===== src/common/scs_pkg.sv =====
// package: constants, states and carrier types of the scale command sequencer
// assumes one 100 MHz clock and an axi4-lite master that writes command codes
package scs_pkg;
  // ==========================================
  // register map (byte addresses)
  localparam logic [7:0] SCS_CMD_OFS = 8'h00;
  localparam logic [7:0] SCS_STAT_OFS = 8'h04;
  localparam logic [7:0] SCS_CFG_OFS = 8'h08;
  localparam logic [7:0] SCS_IRQ_OFS = 8'h0c;
  localparam logic [7:0] SCS_MASK_OFS = 8'h10;
  localparam logic [7:0] SCS_ETIME_OFS = 8'h14;
  localparam logic [7:0] SCS_ITIME_OFS = 8'h18;
  localparam logic [7:0] SCS_ID_OFS = 8'h1c;
  // arbitrary identification value
  localparam logic [31:0] SCS_ID_VAL = 32'h5c5c_0001;
  localparam logic [1:0] SCS_RESP_OK = 2'h0;
  localparam logic [1:0] SCS_RESP_SLVERR = 2'h2;
  // ==========================================
  // command codes
  localparam logic [7:0] SCS_C_CONT = 8'h67;
  localparam logic [7:0] SCS_C_PULSE = 8'h68;
  localparam logic [7:0] SCS_C_STOP = 8'h69;
  localparam logic [7:0] SCS_C_ENDC = 8'h6a;
  localparam logic [7:0] SCS_C_CHK = 8'h6b;
  localparam logic [7:0] SCS_C_ABORT = 8'h6c;
  localparam logic [7:0] SCS_C_EMPON = 8'h6d;
  localparam logic [7:0] SCS_C_RESID = 8'h6e;
  localparam logic [7:0] SCS_C_INHON = 8'h6f;
  localparam logic [7:0] SCS_C_INHOFF = 8'h70;
  localparam logic [7:0] SCS_C_LOGT1 = 8'h71;
  localparam logic [7:0] SCS_C_CLRT1 = 8'h72;
  localparam logic [7:0] SCS_C_CLRT2 = 8'h73;
  localparam logic [7:0] SCS_C_EMPOFF = 8'h76;
  localparam int SCS_MEAS_ERR = 17;
  // ==========================================
  // status / irq bit positions
  localparam int SCS_IRQ_DONE = 0;
  localparam int SCS_IRQ_REJ = 1;
  localparam int SCS_IRQ_ERR17 = 2;
  localparam int SCS_IRQ_W = 3;
  localparam logic [2:0] SCS_CFG_RST = 3'h0;
  localparam logic [15:0] SCS_TIME_RST = 16'h0000;
  // ==========================================
  typedef enum logic [3:0] {
    SCS_IDLE = 4'b0001,
    SCS_WEIGH = 4'b0010,
    SCS_EMPTY = 4'b0100,
    SCS_STOP = 4'b1000
  } scs_state_t;
  // process-side inputs from the weighing core
  typedef struct packed {
    logic service;
    logic check_step;
    logic weigh_done;
    logic empty_range;
    logic meas_err;
    logic start_cont;
  } scs_proc_t;
  // one-cycle actions toward the weighing core
  typedef struct packed {
    logic abort;
    logic record_wt;
    logic log_t1;
    logic clr_t1;
    logic clr_t2;
  } scs_act_t;
endpackage


===== src/hw/scs_sequencer.sv =====
// scale command sequencer: axi4-lite slave, command decoder, cycle fsm
// assumes the weighing core reports cycle events as single-cycle pulses
`timescale 1ns/1ps
module scs_sequencer import scs_pkg::*; (
  input wire logic CLK_IN,
  input wire logic SRST_IN,
  input wire logic [7:0] AWADDR_IN,
  input wire logic AWVALID_IN,
  output logic AWREADY_OUT,
  input wire logic [31:0] WDATA_IN,
  input wire logic [3:0] WSTRB_IN,
  input wire logic WVALID_IN,
  output logic WREADY_OUT,
  output logic [1:0] BRESP_OUT,
  output logic BVALID_OUT,
  input wire logic BREADY_IN,
  input wire logic [7:0] ARADDR_IN,
  input wire logic ARVALID_IN,
  output logic ARREADY_OUT,
  output logic [31:0] RDATA_OUT,
  output logic [1:0] RRESP_OUT,
  output logic RVALID_OUT,
  input wire logic RREADY_IN,
  input wire scs_proc_t PROC_IN,
  output scs_act_t ACT_OUT,
  output logic PULSE_MODE_OUT,
  output logic EMPTY_OUT,
  output logic INHIBIT_OUT,
  output logic ERR17_OUT,
  output logic IRQ_OUT
);
  // ==========================================
  // axi4-lite write path
  logic aw_ok_reg, w_ok_reg;
  logic [7:0] awaddr_reg;
  logic [31:0] wdata_reg;
  logic [3:0] wstrb_reg;
  logic wr_fire;
  assign wr_fire = aw_ok_reg && w_ok_reg && !BVALID_OUT;
  always_ff @(posedge CLK_IN) begin
    if (SRST_IN) begin
      aw_ok_reg <= 1'b0;
      w_ok_reg <= 1'b0;
      awaddr_reg <= 8'h00;
      wdata_reg <= 32'h0000_0000;
      wstrb_reg <= 4'h0;
      BVALID_OUT <= 1'b0;
      BRESP_OUT <= SCS_RESP_OK;
      AWREADY_OUT <= 1'b0;
      WREADY_OUT <= 1'b0;
    end else begin
      // ready is a flop so every output is registered; low for one cycle after reset
      AWREADY_OUT <= wr_fire || !(aw_ok_reg || (AWVALID_IN && AWREADY_OUT));
      WREADY_OUT <= wr_fire || !(w_ok_reg || (WVALID_IN && WREADY_OUT));
      if (AWVALID_IN && AWREADY_OUT) begin
        aw_ok_reg <= 1'b1;
        awaddr_reg <= AWADDR_IN;
      end
      if (WVALID_IN && WREADY_OUT) begin
        w_ok_reg <= 1'b1;
        wdata_reg <= WDATA_IN;
        wstrb_reg <= WSTRB_IN;
      end
      if (wr_fire) begin
        aw_ok_reg <= 1'b0;
        w_ok_reg <= 1'b0;
        BVALID_OUT <= 1'b1;
        BRESP_OUT <= (awaddr_reg[7:2] <= SCS_ID_OFS[7:2]) ? SCS_RESP_OK : SCS_RESP_SLVERR;
      end else if (BVALID_OUT && BREADY_IN) begin
        BVALID_OUT <= 1'b0;
      end
    end
  end
  logic wr_cmd, wr_cfg, wr_irq, wr_mask, wr_et, wr_it;
  assign wr_cmd = wr_fire && awaddr_reg == SCS_CMD_OFS && wstrb_reg[0];
  assign wr_cfg = wr_fire && awaddr_reg == SCS_CFG_OFS && wstrb_reg[0];
  assign wr_irq = wr_fire && awaddr_reg == SCS_IRQ_OFS && wstrb_reg[0];
  assign wr_mask = wr_fire && awaddr_reg == SCS_MASK_OFS && wstrb_reg[0];
  assign wr_et = wr_fire && awaddr_reg == SCS_ETIME_OFS;
  assign wr_it = wr_fire && awaddr_reg == SCS_ITIME_OFS;
  // ==========================================
  // configuration: bit0 calibratable country, bit1 total1 in log text 1
  logic [2:0] cfg_reg;
  logic [15:0] etime_reg, itime_reg;
  logic [SCS_IRQ_W-1:0] mask_reg;
  always_ff @(posedge CLK_IN) begin
    if (SRST_IN) begin
      cfg_reg <= SCS_CFG_RST;
      etime_reg <= SCS_TIME_RST;
      itime_reg <= SCS_TIME_RST;
      mask_reg <= '0;
    end else begin
      if (wr_cfg) cfg_reg <= wdata_reg[2:0];
      if (wr_mask) mask_reg <= wdata_reg[SCS_IRQ_W-1:0];
      if (wr_et && wstrb_reg[0]) etime_reg[7:0] <= wdata_reg[7:0];
      if (wr_et && wstrb_reg[1]) etime_reg[15:8] <= wdata_reg[15:8];
      if (wr_it && wstrb_reg[0]) itime_reg[7:0] <= wdata_reg[7:0];
      if (wr_it && wstrb_reg[1]) itime_reg[15:8] <= wdata_reg[15:8];
    end
  end
  // ==========================================
  // command decode against the operating state
  scs_state_t state_reg, resume_reg;
  logic [7:0] code;
  logic in_cycle, stopped, allowed;
  assign code = wdata_reg[7:0];
  assign in_cycle = state_reg == SCS_WEIGH || state_reg == SCS_EMPTY;
  assign stopped = state_reg == SCS_STOP;
  always_comb begin
    case (code)
      SCS_C_CONT, SCS_C_PULSE, SCS_C_ABORT: allowed = stopped;
      SCS_C_STOP: allowed = in_cycle;
      SCS_C_ENDC: allowed = stopped || in_cycle;
      SCS_C_CHK: allowed = !PROC_IN.service;
      SCS_C_RESID: allowed = stopped || state_reg == SCS_WEIGH;
      SCS_C_INHON, SCS_C_INHOFF: allowed = 1'b1;
      SCS_C_EMPON, SCS_C_EMPOFF, SCS_C_CLRT1, SCS_C_CLRT2: allowed = !in_cycle && !stopped;
      SCS_C_LOGT1: allowed = !in_cycle && !stopped && cfg_reg[1];
      default: allowed = 1'b0;
    endcase
    if (code == SCS_C_CLRT1 && cfg_reg[0]) allowed = 1'b0;
  end
  logic acc, rej;
  assign acc = wr_cmd && allowed;
  assign rej = wr_cmd && !allowed;
  // ==========================================
  // cycle state machine
  logic chk_arm_reg, end_cont_reg, cont_reg;
  always_ff @(posedge CLK_IN) begin
    if (SRST_IN) begin
      state_reg <= SCS_IDLE;
      resume_reg <= SCS_WEIGH;
      chk_arm_reg <= 1'b0;
      end_cont_reg <= 1'b0;
      cont_reg <= 1'b0;
      PULSE_MODE_OUT <= 1'b0;
    end else begin
      if (acc && code == SCS_C_CHK) chk_arm_reg <= 1'b1;
      if (acc && code == SCS_C_ENDC) end_cont_reg <= 1'b1;
      case (state_reg)
        SCS_IDLE: begin
          end_cont_reg <= 1'b0;
          if (PROC_IN.start_cont) begin
            state_reg <= SCS_WEIGH;
            cont_reg <= 1'b1;
            PULSE_MODE_OUT <= 1'b0;
          end
        end
        SCS_WEIGH: begin
          if (acc && code == SCS_C_STOP) begin
            resume_reg <= SCS_WEIGH;
            state_reg <= SCS_STOP;
          end else if (acc && code == SCS_C_RESID) begin
            state_reg <= SCS_EMPTY;
            cont_reg <= 1'b0;
          end else if (chk_arm_reg && PROC_IN.check_step) begin
            resume_reg <= SCS_WEIGH;
            chk_arm_reg <= 1'b0;
            state_reg <= SCS_STOP;
          end else if (PROC_IN.weigh_done) begin
            state_reg <= SCS_EMPTY;
          end
        end
        SCS_EMPTY: begin
          if (acc && code == SCS_C_STOP) begin
            resume_reg <= SCS_EMPTY;
            state_reg <= SCS_STOP;
          end else if (PROC_IN.empty_range) begin
            // end of cycle: next cycle only while continuous and not ended
            state_reg <= (cont_reg && !end_cont_reg) ? SCS_WEIGH : SCS_IDLE;
            PULSE_MODE_OUT <= 1'b0;
            if (end_cont_reg) cont_reg <= 1'b0;
          end
        end
        SCS_STOP: begin
          if (acc && code == SCS_C_CONT) begin
            state_reg <= resume_reg;
          end else if (acc && code == SCS_C_PULSE) begin
            state_reg <= SCS_WEIGH;
            PULSE_MODE_OUT <= 1'b1;
          end else if (acc && code == SCS_C_ABORT) begin
            state_reg <= SCS_IDLE;
            cont_reg <= 1'b0;
            PULSE_MODE_OUT <= 1'b0;
          end else if (acc && code == SCS_C_RESID) begin
            state_reg <= SCS_EMPTY;
            cont_reg <= 1'b0;
          end
        end
        default: state_reg <= SCS_IDLE;
      endcase
    end
  end
  // ==========================================
  // action pulses toward the weighing core
  always_ff @(posedge CLK_IN) begin
    if (SRST_IN) begin
      ACT_OUT <= '0;
    end else begin
      ACT_OUT.abort <= acc && code == SCS_C_ABORT;
      ACT_OUT.record_wt <= acc && code == SCS_C_RESID;
      ACT_OUT.log_t1 <= acc && code == SCS_C_LOGT1;
      ACT_OUT.clr_t1 <= acc && (code == SCS_C_LOGT1 || code == SCS_C_CLRT1);
      ACT_OUT.clr_t2 <= acc && code == SCS_C_CLRT2;
    end
  end
  // ==========================================
  // emptying output: manual or sequence-driven
  logic man_empty_reg;
  logic [15:0] etimer_reg;
  always_ff @(posedge CLK_IN) begin
    if (SRST_IN) begin
      man_empty_reg <= 1'b0;
      etimer_reg <= 16'h0000;
    end else if (acc && code == SCS_C_EMPOFF) begin
      man_empty_reg <= 1'b0;
    end else if (acc && code == SCS_C_EMPON) begin
      man_empty_reg <= 1'b1;
      etimer_reg <= etime_reg;
    end else if (man_empty_reg) begin
      if (etime_reg == 16'h0000) begin
        if (PROC_IN.empty_range) man_empty_reg <= 1'b0;
      end else if (etimer_reg <= 16'h0001) begin
        man_empty_reg <= 1'b0;
      end else begin
        etimer_reg <= etimer_reg - 16'h0001;
      end
    end
  end
  logic empty_next;
  assign empty_next = man_empty_reg || state_reg == SCS_EMPTY;
  // ==========================================
  // inhibition time (cycles) and error 17 gating
  logic [15:0] itimer_reg;
  always_ff @(posedge CLK_IN) begin
    if (SRST_IN) begin
      itimer_reg <= 16'h0000;
    end else if (acc && code == SCS_C_INHOFF) begin
      itimer_reg <= 16'h0000;
    end else if (acc && code == SCS_C_INHON) begin
      itimer_reg <= itime_reg;
    end else if (itimer_reg != 16'h0000) begin
      itimer_reg <= itimer_reg - 16'h0001;
    end
  end
  logic err17_next;
  assign err17_next = PROC_IN.meas_err && itimer_reg == 16'h0000;
  always_ff @(posedge CLK_IN) begin
    if (SRST_IN) begin
      EMPTY_OUT <= 1'b0;
      INHIBIT_OUT <= 1'b0;
      ERR17_OUT <= 1'b0;
    end else begin
      EMPTY_OUT <= empty_next;
      INHIBIT_OUT <= itimer_reg != 16'h0000;
      ERR17_OUT <= err17_next;
    end
  end
  // ==========================================
  // sticky interrupt status, write one to clear, set wins
  logic [SCS_IRQ_W-1:0] irq_reg, ev;
  assign ev = {err17_next, rej, acc};
  always_ff @(posedge CLK_IN) begin
    if (SRST_IN) begin
      irq_reg <= '0;
      IRQ_OUT <= 1'b0;
    end else begin
      irq_reg <= (irq_reg & ~(wr_irq ? wdata_reg[SCS_IRQ_W-1:0] : '0)) | ev;
      IRQ_OUT <= |(irq_reg & mask_reg);
    end
  end
  // ==========================================
  // axi4-lite read path
  logic [31:0] rd_mux;
  logic [7:0] last_code_reg;
  always_ff @(posedge CLK_IN) begin
    if (SRST_IN) last_code_reg <= 8'h00;
    else if (wr_cmd) last_code_reg <= code;
  end
  always_comb begin
    case (ARADDR_IN)
      SCS_CMD_OFS: rd_mux = {24'h000000, last_code_reg};
      SCS_STAT_OFS: rd_mux = {20'h00000, chk_arm_reg, end_cont_reg, cont_reg,
                              PULSE_MODE_OUT, state_reg, man_empty_reg, INHIBIT_OUT,
                              1'b0, 1'b0};
      SCS_CFG_OFS: rd_mux = {29'h0, cfg_reg};
      SCS_IRQ_OFS: rd_mux = {29'h0, irq_reg};
      SCS_MASK_OFS: rd_mux = {29'h0, mask_reg};
      SCS_ETIME_OFS: rd_mux = {16'h0000, etime_reg};
      SCS_ITIME_OFS: rd_mux = {16'h0000, itime_reg};
      SCS_ID_OFS: rd_mux = SCS_ID_VAL;
      default: rd_mux = 32'h0000_0000;
    endcase
  end
  always_ff @(posedge CLK_IN) begin
    if (SRST_IN) begin
      RVALID_OUT <= 1'b0;
      RDATA_OUT <= 32'h0000_0000;
      RRESP_OUT <= SCS_RESP_OK;
      ARREADY_OUT <= 1'b0;
    end else begin
      ARREADY_OUT <= !(ARVALID_IN && ARREADY_OUT) && !(RVALID_OUT && !RREADY_IN);
      if (ARVALID_IN && ARREADY_OUT) begin
        RVALID_OUT <= 1'b1;
        RDATA_OUT <= rd_mux;
        RRESP_OUT <= (ARADDR_IN[1:0] == 2'b00 && ARADDR_IN <= SCS_ID_OFS) ?
                     SCS_RESP_OK : SCS_RESP_SLVERR;
      end else if (RVALID_OUT && RREADY_IN) begin
        RVALID_OUT <= 1'b0;
      end
    end
  end
  // ==========================================
  // checks
  property p_stop;
    @(posedge CLK_IN) disable iff (SRST_IN)
      (acc && code == SCS_C_STOP) |=> state_reg == SCS_STOP;
  endproperty
  a_stop: assert property (p_stop) else $error("stop not taken");
  property p_rej_hold;
    @(posedge CLK_IN) disable iff (SRST_IN)
      (rej && !PROC_IN.start_cont && !PROC_IN.weigh_done && !PROC_IN.empty_range
       && !PROC_IN.check_step) |=> $stable(state_reg);
  endproperty
  a_rej_hold: assert property (p_rej_hold) else $error("rejected command moved fsm");
  property p_rej_irq;
    @(posedge CLK_IN) disable iff (SRST_IN) rej |=> irq_reg[SCS_IRQ_REJ];
  endproperty
  a_rej_irq: assert property (p_rej_irq) else $error("rejection not reported");
  property p_cont;
    @(posedge CLK_IN) disable iff (SRST_IN)
      (acc && code == SCS_C_CONT) |=> state_reg == $past(resume_reg);
  endproperty
  a_cont: assert property (p_cont) else $error("continue wrong target");
  property p_pulse;
    @(posedge CLK_IN) disable iff (SRST_IN)
      (acc && code == SCS_C_PULSE) |=> PULSE_MODE_OUT && state_reg == SCS_WEIGH;
  endproperty
  a_pulse: assert property (p_pulse) else $error("pulse continue failed");
  property p_abort;
    @(posedge CLK_IN) disable iff (SRST_IN)
      (acc && code == SCS_C_ABORT) |=> state_reg == SCS_IDLE && ACT_OUT.abort;
  endproperty
  a_abort: assert property (p_abort) else $error("abort failed");
  property p_empoff;
    @(posedge CLK_IN) disable iff (SRST_IN)
      (acc && code == SCS_C_EMPOFF) |=> ##1 !EMPTY_OUT;
  endproperty
  a_empoff: assert property (p_empoff) else $error("empty off ignored");
  property p_empon;
    @(posedge CLK_IN) disable iff (SRST_IN)
      (acc && code == SCS_C_EMPON) |=> ##1 EMPTY_OUT;
  endproperty
  a_empon: assert property (p_empon) else $error("empty on ignored");
  property p_inh;
    @(posedge CLK_IN) disable iff (SRST_IN)
      INHIBIT_OUT |-> !ERR17_OUT;
  endproperty
  a_inh: assert property (p_inh) else $error("error 17 during inhibition");
  property p_inhoff;
    @(posedge CLK_IN) disable iff (SRST_IN)
      (acc && code == SCS_C_INHOFF) |=> ##1 !INHIBIT_OUT;
  endproperty
  a_inhoff: assert property (p_inhoff) else $error("inhibition not ended");
  property p_resid;
    @(posedge CLK_IN) disable iff (SRST_IN)
      (acc && code == SCS_C_RESID) |=> ACT_OUT.record_wt && state_reg == SCS_EMPTY;
  endproperty
  a_resid: assert property (p_resid) else $error("residual weighing failed");
  property p_chk_stop;
    @(posedge CLK_IN) disable iff (SRST_IN)
      (state_reg == SCS_WEIGH && chk_arm_reg && PROC_IN.check_step && !wr_cmd)
      |=> state_reg == SCS_STOP && !chk_arm_reg;
  endproperty
  a_chk_stop: assert property (p_chk_stop) else $error("check stop not taken");
  c_chk_stop: cover property (@(posedge CLK_IN) disable iff (SRST_IN)
    chk_arm_reg && PROC_IN.check_step && state_reg == SCS_WEIGH);
  c_stop_cont: cover property (@(posedge CLK_IN) disable iff (SRST_IN)
    (acc && code == SCS_C_STOP) ##[1:50] (acc && code == SCS_C_CONT));
  c_rej: cover property (@(posedge CLK_IN) disable iff (SRST_IN) rej);
  c_inh: cover property (@(posedge CLK_IN) disable iff (SRST_IN) INHIBIT_OUT && PROC_IN.meas_err);
endmodule


===== config.mk =====
export PLATFORM = sky130hd
export DESIGN_NAME = scs_sequencer
export DESIGN_NICKNAME = d
export VERILOG_FILES = /design/src/common/scs_pkg.sv /design/src/hw/scs_sequencer.sv
export SDC_FILE = /design/constraint.sdc
export NUM_CORES = 1
export LEC_CHECK = 0
export BUFFER_PORTS_ARGS = -buffer_cell sky130_fd_sc_hd__buf_2
export CORE_MARGIN = 2
export CORE_UTILIZATION = 50
export CTS_CLUSTER_SIZE = 14
export DETAILED_ROUTE_END_ITERATION = 8
export HOLD_SLACK_MARGIN = 0.05
export PLACE_DENSITY = 0.72
export SLEW_MARGIN = 20
export SYNTH_ARGS = -nofsm -noshare
export SYNTH_HDL_FRONTEND = slang
export SYNTH_SLANG_ARGS = --single-unit

===== constraint.sdc =====
create_clock -name CLK_IN -period 3 [get_ports CLK_IN]
set_clock_uncertainty 0.15 [all_clocks]
set_input_delay 0.45 -clock CLK_IN [delete_from_list [all_inputs] [get_ports CLK_IN]]
set_output_delay 0.45 -clock CLK_IN [all_outputs]
set_load 0.01 [all_outputs]

==> impl_metrics.toml <==
[timing]
drv_slew = 0
period_needed_ps = 2780
setup_viol = 0
max_freq_ghz = 0.359
rsz0062_at_grt = "no"
relSlewSlack_pct = 46.8
tns_ps = 0
hold_violations = 0
fin_crit_sh_pct = 92.8
worst_pin_slew_ps = 797
hold_ws_ps = 107

[synthesis]
synth-edff-count = 0
synth-simple-area-share_pct = 26.4
synthFlopType = "dfxtp_1"
yosys_warnings = 0
synth_mux_area_share_pct = 5.71
synth_most_common_cell = "dfxtp_1"
ys_seq_elements = 153
synthTopCellsByArea = "dfxtp_1, a21oi_1, nor2_1"
synthTopCellsByCount = "dfxtp_1, nor2_1, nand2_1, a21oi_1, mux2i_1"
synth.avg_cell_area_um2 = 8.02
synth_compound_area_share_pct = 18.8
syn_inst = 918
synthXorXnorAreaFrac_pct = 1.43
synth_largest_area_cell = "dfxtp_1"
synthAdderAreaFrac_pct = 0.510
synth_top_family_by_area = "simple AND/OR/NAND/NOR gates"
ys_seq_area_share_pct = 41.6
ys_types = 67
synthArstFlopShare_pct = 0
synth_area_um2 = 7370
netlist.area_leader.share_pct = 41.6

[worst_setup_path]
arrival_ps = 2980
endpoint_kind = "flip-flop"
critPathLaunchType = "flip-flop"
crit_type = "flip-flop to flip-flop"
cp.required_ps = 3200
worstPathMaxFanout = 16

[grt]
antenna_found_initial = 0
grt_max_degree = 121
grt_pass1_vias = 6457
grt_pass1_wl_mm = 33.3
track_usage_pct = 26.3
grt_overflow_total = 0

[finish]
num-fill-cells = 1327
diodes = 0
area_growth_pct = 18.5
largest_register = "RDATA_OUT"
largest_reg_flops = 17
nNetsFinal = 1077
layout-drive-gt1-share_pct = 17.4

[power]
power.leakage_nw = 3.43
peakVddDrop_uv = 494
power.density_nw_per_um2 = 654
finalPower_mw = 5.71

[cts]
cts_setup_buffers = 0
clk_latency_ps = 430
cts_tree = "built"
clk_pin_slew_ps = 60
clock_path_buffers = 2
htree_levels = 4
clock_sinks = 153
cts_buffers = 17
cts_root_buf = "clkbuf_16"

[route]
drtAntennaViolNets = 0
wl_mm = 20.8
drc = 0
drt_pass1_iterations = 6
dr_total_vias = 7004
wl_per_cell_um = 17.3
drt-initial-drc-count = 860
vias_per_cell = 5.82

[floorplan]
fp.dieH_um = 125
start_util_pct = 50.9
core_um2 = 14500
die_area_um2 = 15700
io_pins = 116
row_count = 44
die_w_um = 125

[run_status]
status = "complete, no violations"

[job]
max-cap-violations = 0

[placement]
place.gp.congestion = 0.937
dpl.hpwl_mm = 14.3
io_buffers = 87

[worst_hold_path]
hp-class = "primary input to flip-flop"
-- through the flow --
step	worst slack (ps)	area (µm²)	std cells	util, %
floorplan	480	7400	927	-
global placement	241	8100	1174	55.9
detailed placement	216	8100	1174	55.9
CTS	185	8720	1203	60.3
global route	17.0	8730	1203	60.3
finish	216	8730	1203	60.3
-- critical path: stages, from the launching register on --
cell,delay (ps)
dfxtp_1,470
and4bb_2,350
nand4_1,140
a21boi_2,120
nor4_4,680
nor4_2,160
a41o_1,310
buf_12,160
nor3_1,170
-- worst paths after layout --
path | slack (ps) | end | startpoint | cells after the start
setup / recovery | 220 | itimer_reg[9] | wdata_reg[4] | 8
hold / removal | 110 | wdata_reg[4] | WDATA_IN[4] | 3
setup reg to reg | 220 | itimer_reg[9] | wdata_reg[4] | 8
hold reg to reg | 310 | awaddr_reg[7] | awaddr_reg[7] | 2
-- kinds of logic after synthesis --
family                     after synthesis
and+or+nand+nor                        402
other                                    1
muxes                                   42
adders and majority gates                3
AOI/OAI and AO/OA                      216
xor gates and xnor gates                12
DFF                                    153
buffers and inverters                   89
-- report_power, final --
part / leakage (nW) / total [mW] / internal, mW / switching [mW]
logic: 1.88 / 1.09 / 0.499 / 0.595
clock network: 0.308 / 2.31 / 1.50 / 0.813
registers: 1.24 / 2.30 / 2.16 / 0.138
-- timing repair --
action | CTS | global route
hold buffers | 0 | 0
gates resized for setup | 0 | 2
endpoints found under the setup margin | 0 | 20
-- layer usage --
layer  routed length [µm]  track usage [%]  vias to the layer above
met4                  551             10.5                        0
li1                     -                -                     3417
met3                 1640             5.48                       41
met5                    0                0                        -
met1                 9150             35.8                     3229
met2                 9500             41.1                      317
-- cells in the final DEF (no fill, tap or decap), types with 9 or more instances in the layout --
master / Yosys / final
nor3_1: 41 / 41
dfxtp_1: 153 / 153
inv_1: 20 / 20
o32ai_1: 9 / 9
mux2i_1: 42 / 42
conb_1: 1 / 10
nand3_1: 13 / 13
nand2_1: 112 / 112
nor4_1: 17 / 17
o21ai_0: 17 / 17
or3_1: 11 / 11
nand3b_1: 10 / 10
nand4_1: 10 / 10
a22oi_1: 27 / 27
buf_2: 7 / 86
nor2b_1: 12 / 12
buf_4: 18 / 44
a21oi_1: 108 / 108
nor2_1: 130 / 130
clkbuf_16: 0 / 17
-- cell type report --
type	count	area (µm²)	share of cell area (%)
Clock buffer	20	457	5.23
Clock inverter	9	173	1.98
Inverter	20	75.1	0.860
Multi-Input combinational cell	685	3930	45.0
Sequential cell	153	3060	35.1
Tap cell	184	230	2.64
Timing Repair Buffer	132	801	9.17
(Power assumes the default switching activity.)
